==> config.mk <==
export PLATFORM = sky130hd
export DESIGN_NAME = amr_regs
export DESIGN_NICKNAME = d
export VERILOG_FILES = /design/src/core/amr_pkg.sv /design/src/core/amr_ready_if.sv /design/src/core/amr_ready_pin.sv /design/src/core/amr_regs.sv
export VERILOG_INCLUDE_DIRS = /design/src /design/src/core
export SDC_FILE = /design/constraint.sdc
export NUM_CORES = 1
export LEC_CHECK = 0
export BUFFER_PORTS_ARGS = -buffer_cell sky130_fd_sc_hd__buf_2
export CAP_MARGIN = 20
export CORE_MARGIN = 10
export CORE_UTILIZATION = 48
export DETAILED_ROUTE_END_ITERATION = 7
export PLACE_DENSITY = 0.84
export SYNTH_ARGS = -nofsm -noshare
export SYNTH_HDL_FRONTEND = slang
export SYNTH_SLANG_ARGS = --single-unit
==> constraint.sdc <==
create_clock -name clk -period 2.75 [get_ports clk]
set_clock_uncertainty 0.15 [all_clocks]
set_input_delay 0.55 -clock clk [delete_from_list [all_inputs] [get_ports clk]]
set_output_delay 0.55 -clock clk [all_outputs]
set_load 0.05 [all_outputs]
==> src/core/amr_consts.svh <==
`ifndef AMR_CONSTS_SVH
`define AMR_CONSTS_SVH

// register addresses
`define AMR_ADDR_W 6
`define AMR_ADDR_STATUS 6'h01
`define AMR_ADDR_MODE 6'h02
`define AMR_ADDR_CLOCK 6'h03
`define AMR_ADDR_GAIN 6'h04

// reset values
`define AMR_MODE_RST 16'h0510
`define AMR_CLOCK_RST 16'h030e
`define AMR_GAIN_RST 16'h0000

// mode field positions
`define AMR_MODE_REGCRC 13
`define AMR_MODE_RXCRC 12
`define AMR_MODE_CRCTYPE 11
`define AMR_MODE_RSTACK 10
`define AMR_MODE_WSZ_HI 9
`define AMR_MODE_WSZ_LO 8
`define AMR_MODE_TIMEOUT 4
`define AMR_MODE_SRC_HI 3
`define AMR_MODE_SRC_LO 2
`define AMR_MODE_FLOAT 1
`define AMR_MODE_SHAPE 0

// clock field positions
`define AMR_CLK_CH1 9
`define AMR_CLK_CH0 8
`define AMR_CLK_DIV_HI 7
`define AMR_CLK_DIV_LO 6
`define AMR_CLK_TURBO 5
`define AMR_CLK_OSR_HI 4
`define AMR_CLK_OSR_LO 2
`define AMR_CLK_PWR_HI 1
`define AMR_CLK_PWR_LO 0

// gain field positions
`define AMR_GAIN1_HI 6
`define AMR_GAIN1_LO 4
`define AMR_GAIN0_HI 2
`define AMR_GAIN0_LO 0

// status reset flag position
`define AMR_STAT_RESET 10

// writable masks, reserved bits held at zero
`define AMR_MODE_MASK 16'h3f1f
`define AMR_CLOCK_MASK 16'h03ff
`define AMR_GAIN_MASK 16'h0077

// ready pulse length, time and cycles at 10 MHz
`define AMR_CLK_NS 100
`define AMR_PULSE_NS 400
`define AMR_PULSE_CYC ((`AMR_PULSE_NS + `AMR_CLK_NS - 1) / `AMR_CLK_NS)

// turbo and base oversampling
`define AMR_TURBO_OSR 64
`define AMR_BASE_OSR 128

`endif

==> src/core/amr_pkg.sv <==
package amr_pkg;
  typedef enum logic [1:0] {
    AMR_WS_16, AMR_WS_24, AMR_WS_32_PAD, AMR_WS_32_SEXT
  } amr_word_size_t;
  typedef enum logic [1:0] {
    AMR_SRC_LAG, AMR_SRC_OR, AMR_SRC_LEAD, AMR_SRC_LEAD2
  } amr_src_t;
  typedef enum logic [1:0] {
    AMR_PWR_RSV0, AMR_PWR_LOW, AMR_PWR_HIRES, AMR_PWR_RSV3
  } amr_power_t;
endpackage

==> src/core/amr_ready_if.sv <==
`timescale 1ns/1ps
interface amr_ready_if;
  logic [1:0] chan_en;
  logic [1:0] chan_ready;
  logic [1:0] src;
  logic float_sel;
  logic shape_sel;
  logic pin_out;
  logic pin_oe;
  modport bank (output chan_en, chan_ready, src, float_sel, shape_sel, input pin_out, pin_oe);
  modport pin (input chan_en, chan_ready, src, float_sel, shape_sel, output pin_out, pin_oe);
endinterface

==> src/core/amr_ready_pin.sv <==
`timescale 1ns/1ps
`include "amr_consts.svh"
module amr_ready_pin #(
  parameter int PULSE_CYC = `AMR_PULSE_CYC
) (
  input wire logic clk,
  input wire logic reset,
  amr_ready_if.pin rif
);
  logic [1:0] seen;
  logic avail;
  logic prev_avail;
  logic [7:0] pulse_cnt;
  logic lag_all;
  logic any_ch;

  ////////////////////////////////////////////////////////////////////
  // lagging: all enabled channels seen; leading / or: any channel
  assign lag_all = ((seen | rif.chan_ready) & rif.chan_en) == rif.chan_en
                   && rif.chan_en != 2'h0;
  assign any_ch = |(rif.chan_ready & rif.chan_en);

  // collect per-channel arrivals for lagging mode
  always_ff @(posedge clk) begin
    if (reset || lag_all) begin
      seen <= 2'h0;
    end else begin
      seen <= seen | (rif.chan_ready & rif.chan_en);
    end
  end

  always_ff @(posedge clk) begin
    if (reset) begin
      avail <= 1'b0;
    end else if (rif.src == 2'h0) begin
      avail <= lag_all ? 1'b1 : (avail & ~any_ch);
    end else begin
      avail <= any_ch ? 1'b1 : avail;
    end
  end

  // edge tracking for pulse start
  always_ff @(posedge clk) begin
    if (reset) begin
      prev_avail <= 1'b0;
    end else begin
      prev_avail <= avail;
    end
  end

  always_ff @(posedge clk) begin
    if (reset) begin
      pulse_cnt <= 8'h00;
    end else if (avail && !prev_avail) begin
      pulse_cnt <= 8'(PULSE_CYC);
    end else if (pulse_cnt != 8'h00) begin
      pulse_cnt <= pulse_cnt - 8'h01;
    end
  end

  // idle high or released; low level or pulse
  always_comb begin
    if (rif.shape_sel ? (pulse_cnt != 8'h00) : avail) begin
      rif.pin_out = 1'b0;
      rif.pin_oe = 1'b1;
    end else begin
      rif.pin_out = 1'b1;
      rif.pin_oe = ~rif.float_sel;
    end
  end
endmodule

==> src/core/amr_regs.sv <==
`timescale 1ns/1ps
`include "amr_consts.svh"
// Notes on behaviour
// - register map check runs only with its mode enable set; cleared at reset
// - incoming frame check runs only with input check enable set
// - one polynomial bit selects crc flavour everywhere: 0 ccitt, 1 ansi
// - reset ack bit resets to one; writing zero clears status reset flag
// - word size field picks 16, 24, 32 padded or 32 sign-extended
// - serial timeout active only while timeout enable set; set after reset
// - ready pin follows lagging, or of all, or leading enabled channel
// - with no data, ready pin high or floating per float bit
// - with data, ready pin low level or fixed low pulse per shape
// - channels convert only while enabled; both enabled after reset
// - divider codes give divide by 2, 4, 8, 12; default 2
// - turbo forces oversampling 64 and ignores ratio field
// - ratio is 128 shifted by code; reset code gives 1024
// - power mode low or high resolution; host avoids reserved codes
// - channel 1 gain bits 6:4 give 1 to 128
// - channel 0 gain bits 2:0 same encoding; unity after reset
// - reset loads mode 0510h, clock 030eh, gain 0000h
// - reset-occurred flag set by any reset until host acknowledges
module amr_regs (
  input wire logic clk,
  input wire logic reset,
  input wire logic reg_wr,
  input wire logic reg_rd,
  input wire logic [`AMR_ADDR_W-1:0] reg_addr,
  input wire logic [15:0] reg_wdata,
  output logic [15:0] reg_rdata,
  output logic reg_rvalid,
  output logic reg_map_crc_en,
  output logic rx_crc_en,
  output logic crc_poly_ansi,
  output logic reset_occurred,
  output logic [1:0] word_size_sel,
  output logic [5:0] frame_bits,
  output logic timeout_en,
  input wire logic timeout_event,
  output logic timeout_fire,
  input wire logic [1:0] chan_sample_ready,
  output logic sample_ready_pin_out,
  output logic sample_ready_pin_oe,
  output logic chan0_convert_en,
  output logic chan1_convert_en,
  output logic [3:0] clock_divisor,
  output logic [14:0] oversample_ratio,
  output logic [2:0] oversample_ratio_sel,
  output logic turbo_en,
  output logic [1:0] power_profile_sel,
  output logic power_profile_bad,
  output logic [2:0] chan0_amp_gain,
  output logic [2:0] chan1_amp_gain,
  output logic [7:0] chan0_gain_value,
  output logic [7:0] chan1_gain_value
);
  logic [15:0] mode_control;
  logic [15:0] clock_config;
  logic [15:0] gain_select;
  logic [15:0] next_rdata;
  amr_pkg::amr_word_size_t ws;
  amr_pkg::amr_power_t pw;

  amr_ready_if rif ();

  ////////////////////////////////////////////////////////////////////
  // mode register
  // reset load; host write; reserved kept zero
  always_ff @(posedge clk) begin
    if (reset) begin
      mode_control <= `AMR_MODE_RST;
    end else if (reg_wr && reg_addr == `AMR_ADDR_MODE) begin
      mode_control <= reg_wdata & `AMR_MODE_MASK;
    end
  end

  // clock register
  // reset load; host write
  always_ff @(posedge clk) begin
    if (reset) begin
      clock_config <= `AMR_CLOCK_RST;
    end else if (reg_wr && reg_addr == `AMR_ADDR_CLOCK) begin
      clock_config <= reg_wdata & `AMR_CLOCK_MASK;
    end
  end

  // gain register
  // reset load; host write
  always_ff @(posedge clk) begin
    if (reset) begin
      gain_select <= `AMR_GAIN_RST;
    end else if (reg_wr && reg_addr == `AMR_ADDR_GAIN) begin
      gain_select <= reg_wdata & `AMR_GAIN_MASK;
    end
  end

  ////////////////////////////////////////////////////////////////////
  // flag set by reset, held until acknowledged
  // zero written to ack bit clears flag
  always_ff @(posedge clk) begin
    if (reset) begin
      reset_occurred <= 1'b1;
    end else if (reg_wr && reg_addr == `AMR_ADDR_MODE
                 && !reg_wdata[`AMR_MODE_RSTACK]) begin
      reset_occurred <= 1'b0;
    end
  end

  ////////////////////////////////////////////////////////////////////
  // read decode; unmapped addresses read zero
  // readback of all fields
  always_comb begin
    if (reg_addr == `AMR_ADDR_MODE) begin
      next_rdata = mode_control;
    end else if (reg_addr == `AMR_ADDR_CLOCK) begin
      next_rdata = clock_config;
    end else if (reg_addr == `AMR_ADDR_GAIN) begin
      next_rdata = gain_select;
    end else if (reg_addr == `AMR_ADDR_STATUS) begin
      next_rdata = {5'h00, reset_occurred, mode_control[9:8], 8'h00};
    end else begin
      next_rdata = 16'h0000;
    end
  end

  // read data register
  always_ff @(posedge clk) begin
    if (reset) begin
      reg_rdata <= 16'h0000;
      reg_rvalid <= 1'b0;
    end else begin
      reg_rvalid <= reg_rd;
      if (reg_rd) begin
        reg_rdata <= next_rdata;
      end
    end
  end

  ////////////////////////////////////////////////////////////////////
  // crc controls
  // map check enable
  assign reg_map_crc_en = mode_control[`AMR_MODE_REGCRC];
  assign rx_crc_en = mode_control[`AMR_MODE_RXCRC];
  assign crc_poly_ansi = mode_control[`AMR_MODE_CRCTYPE];

  assign word_size_sel = mode_control[`AMR_MODE_WSZ_HI:`AMR_MODE_WSZ_LO];
  assign ws = amr_pkg::amr_word_size_t'(word_size_sel);
  always_comb begin
    case (ws)
      amr_pkg::AMR_WS_16: frame_bits = 6'h10;
      amr_pkg::AMR_WS_24: frame_bits = 6'h18;
      default: frame_bits = 6'h20;
    endcase
  end

  assign timeout_en = mode_control[`AMR_MODE_TIMEOUT];
  assign timeout_fire = timeout_en & timeout_event;

  ////////////////////////////////////////////////////////////////////
  // ready pin driver
  assign rif.chan_en = {chan1_convert_en, chan0_convert_en};
  assign rif.chan_ready = chan_sample_ready;
  assign rif.src = mode_control[`AMR_MODE_SRC_HI:`AMR_MODE_SRC_LO];
  assign rif.float_sel = mode_control[`AMR_MODE_FLOAT];
  assign rif.shape_sel = mode_control[`AMR_MODE_SHAPE];
  assign sample_ready_pin_out = rif.pin_out;
  assign sample_ready_pin_oe = rif.pin_oe;

  amr_ready_pin u_ready (
    .clk(clk),
    .reset(reset),
    .rif(rif.pin)
  );

  ////////////////////////////////////////////////////////////////////
  // channel enables
  assign chan0_convert_en = clock_config[`AMR_CLK_CH0];
  assign chan1_convert_en = clock_config[`AMR_CLK_CH1];

  always_comb begin
    case (clock_config[`AMR_CLK_DIV_HI:`AMR_CLK_DIV_LO])
      2'h0: clock_divisor = 4'h2;
      2'h1: clock_divisor = 4'h4;
      2'h2: clock_divisor = 4'h8;
      default: clock_divisor = 4'hc;
    endcase
  end

  // turbo override; 128 shifted by code
  assign turbo_en = clock_config[`AMR_CLK_TURBO];
  assign oversample_ratio_sel = clock_config[`AMR_CLK_OSR_HI:`AMR_CLK_OSR_LO];
  always_comb begin
    if (turbo_en) begin
      oversample_ratio = 15'(`AMR_TURBO_OSR);
    end else begin
      oversample_ratio = 15'(`AMR_BASE_OSR) << oversample_ratio_sel;
    end
  end

  // power mode and reserved code flag
  assign power_profile_sel = clock_config[`AMR_CLK_PWR_HI:`AMR_CLK_PWR_LO];
  assign pw = amr_pkg::amr_power_t'(power_profile_sel);
  assign power_profile_bad = (pw == amr_pkg::AMR_PWR_RSV0) || (pw == amr_pkg::AMR_PWR_RSV3);

  ////////////////////////////////////////////////////////////////////
  // channel 1 and channel 0 gain
  assign chan1_amp_gain = gain_select[`AMR_GAIN1_HI:`AMR_GAIN1_LO];
  assign chan1_gain_value = 8'h01 << chan1_amp_gain;
  assign chan0_amp_gain = gain_select[`AMR_GAIN0_HI:`AMR_GAIN0_LO];
  assign chan0_gain_value = 8'h01 << chan0_amp_gain;
endmodule

==> flow_summary_export.csv <==
group,metric,value,unit
run_status,run_status,"finished clean",
worst_setup_path,slowest_stage,"or4_4",
die,die_x,96.8,um
pwr,power.density,579,nW/um^2
global_route,grt-ovfl-total,0,
timing,hold_viol_final,0,
cells_and_area,finalNonFillerCells,486,
cells_and_area,drive_gt1_frac,0.300,
clock_tree,cts_buffer_depth,2,
worst_setup_path,arrival,1.93,ns
timing,max_freq,380,MHz
global_route,grt_pass1_vias,2574,
cells_and_area,fin_area,3340,sq um
cells_and_area,final_util,0.596,
route,wirelength,7900,um
timing,setup_viol,0,
timing,tns,0,ns
synth,ys_warn_count,0,
clock_tree,cts_resized,0,
job,max_cap_violations,0,
global_route,grt_start_max_net_pins,30,
cells_and_area,syn2layout_area_growth,18.1,%
worst_setup_path,critPathCaptureType,"primary output",
die,ios,112,
route,ant_nets,0,
cells_and_area,nNetsFinal,443,
synth,ys.flop_type,"dfxtp_1",
global_route,grt.total_usage,0.159,
clock_tree,cts_buffers,5,
worst_setup_path,required,2.05,ns
hold_path,min_path_type,"in -> reg",
route,vias,2642,
synth,synth_edf_count,0,
synth,netlist_instances,339,
timing,layout_min_cycle_time,2.63,ns
worst_setup_path,worstPathMaxFanout,9,
timing,rsz0062_at_grt,"no",
route,first_iter_violations,185,
clock_tree,h-tree-depth,2,
clock_tree,cts-root-buf,"clkbuf_8",
route,dr.pass1.iters,4,
worst_setup_path,critPathKind,"reg -> out",
die,initial_utilization,0.505,
global_route,grt_pass1_wl,12700,um
clock_tree,cts_setup_buffers,0,
place,place_inst,478,
worst_setup_path,crit_buf_inv,1,
timing,slew_headroom,0.653,
cells_and_area,n_antenna_cell,0,
synth,netlist_area,2830,sq um
place,finalWeightedCongestion,0.828,
route,viasPerCell,5.44,
worst_setup_path,critPathLaunchType,"flop",
clock_tree,insertion_delay,0.32,ns
clock_tree,clock_sinks,55,
pwr,p_leak,1.51,nW
synth,ys_seq_elements,55,
worst_setup_path,cpLargestDelayFamily,"simple AND/OR/NAND/NOR gates",
worst_setup_path,max_stage_delay,0.64,ns
timing,slew_viol_final,0,
timing,min_period_over_period,0.957,
die,die_h,96.8,um
synth,syn_avg_cell_area,8.35,sq um
cells_and_area,fillers,502,
place,post-dp-hpwl,6230,um
die,rows,27,
route,drc,0,
place,dpl_cell_area,3250,sq um
die,die-area,9370,sq um
clock_tree,cts.reportedPaths.clkPinSlew,0.10,ns
clock_tree,cts_tree,"built",
synth,synth-seq-area-share,0.389,
place,numPortBuffers,97,
die,fp.coreArea,5610,sq um
route,wl_per_cell,16.3,um
global_route,antenna_found_initial,0,
clock_tree,cts_hold_buffers,0,
worst_setup_path,crit_chain,"or4_4 > o32ai_4 > buf_2",
synth,async_reset_ff_frac,0,
pwr,vdd_ir_drop_max,326,uV
timing,worstMarginPinSlew,0.518,ns
synth,ys_types,50,
-- area by class of cell --
class / count / area (sq um) / share of cell area
Multi-Input combinational cell: 239 / 1490 / 0.447
Tap cell: 72 / 90.1 / 0.0269
Clock inverter: 3 / 22.5 / 0.00673
Inverter: 8 / 30.0 / 0.00898
Timing Repair Buffer: 104 / 538 / 0.161
Sequential cell: 55 / 1100 / 0.329
Clock buffer: 5 / 68.8 / 0.0206
-- kinds of logic (layout without fill, tap and decap cells) --
logic type / Yosys count / in the layout / share of synthesized area
DFF: 55 / 55 / 0.389
AOI/OAI and AO/OA: 44 / 44 / 0.109
and+or+nand+nor: 150 / 150 / 0.276
xor gates and xnor gates: 3 / 3 / 0.00928
muxes: 29 / 29 / 0.104
buffers and inverters: 56 / 120 / 0.107
adders and majority gates: 1 / 1 / 0.00442
other: 1 / 12 / 0.00132
-- cells in the mapped netlist, types with 2 or more instances --
library cell  number  area, sq um
a22oi_1            2         15.0
nor4_1             2         12.5
nand4_1            5         31.3
buf_2              2         10.0
nand3_1            9         45.0
o21ai_1            2         10.0
o21a_1             2         15.0
nand2_1           38          143
buf_4             20          150
and3_1             6         37.5
mux2_2             4         45.0
or4_1              2         15.0
a22o_1             2         17.5
mux2i_1           25          250
and2_1             3         18.8
o32ai_1            3         26.3
a21oi_1           11         55.1
nor2_1            33          124
nor3b_1            8         60.1
nor3_1            13         65.1
inv_1              8         30.0
nor2b_1            5         31.3
and3b_1            3         26.3
a32oi_1            2         17.5
nand3b_1           4         30.0
buf_6              2         22.5
o31ai_1            2         15.0
o21ai_0            4         20.0
a211oi_1           3         22.5
xor2_1             2         17.5
or3_1              2         12.5
dfxtp_1           55         1100
clkbuf_1          23         86.3
a311oi_1           4         35.0
a31o_2             2         17.5
nand2b_1          12         75.1
-- layout by cell type, fill, tap and decap left out, types with 5 or more instances in the layout --
cell type / n
a21oi_1: 11
and3_1: 6
buf_2: 97
buf_4: 7
clkbuf_8: 5
conb_1: 12
dfxtp_1: 55
inv_1: 8
mux2i_1: 25
nand2_1: 38
nand2b_1: 12
nand3_1: 9
nand4_1: 5
nor2_1: 33
nor2b_1: 5
nor3_1: 13
nor3b_1: 8
-- sequential cells by signal, indices dropped and copies added, names as in the netlist --
register,flops
clock_config,10
reg_rdata,14
gain_select,6
u_ready.prev_avail,1
mode_control,11
reg_rvalid,1
u_ready.pulse_cnt,8
reset_occurred,1
u_ready.avail,1
u_ready.seen,2
-- where the power goes --
| group | internal (mW) | switching (mW) | total, mW |
|---|---|---|---|
| logic | 0.209 | 0.330 | 0.539 |
| clock network | 0.183 | 0.276 | 0.459 |
| registers | 0.858 | 0.0807 | 0.939 |
-- through the flow --
step	setup slack [ns]	total power, mW	hold WS (ns)
finish	0.118	1.94	0.303
global route	0.0614	2.04	0.301
CTS	0.103	1.94	0.295
detailed placement	0.456	1.49	0.299
global placement	0.489	1.46	0.287
floorplan	-0.0543	1.43	0.295
-- layer usage --
metal	vias to the layer above	track usage	share of wire
met4	0	0.0609	0.017
met5	-	0	0
li1	1296	-	-
met2	97	0.268	0.49
met3	11	0.0376	0.057
met1	1238	0.188	0.44
-- final timing paths --
check,to,depth (start not counted),from,slack (ns)
worst min register to register,reg_rdata[5],2,reg_rdata[5],0.32
worst min-delay path,mode_control[12],2,reg_wdata[12],0.30
worst max-delay path,sample_ready_pin_out,3,u_ready.pulse_cnt[3],0.12
worst max register to register,u_ready.pulse_cnt[7],3,u_ready.pulse_cnt[3],0.82
Note: power is estimated with default switching activity, not from simulation.
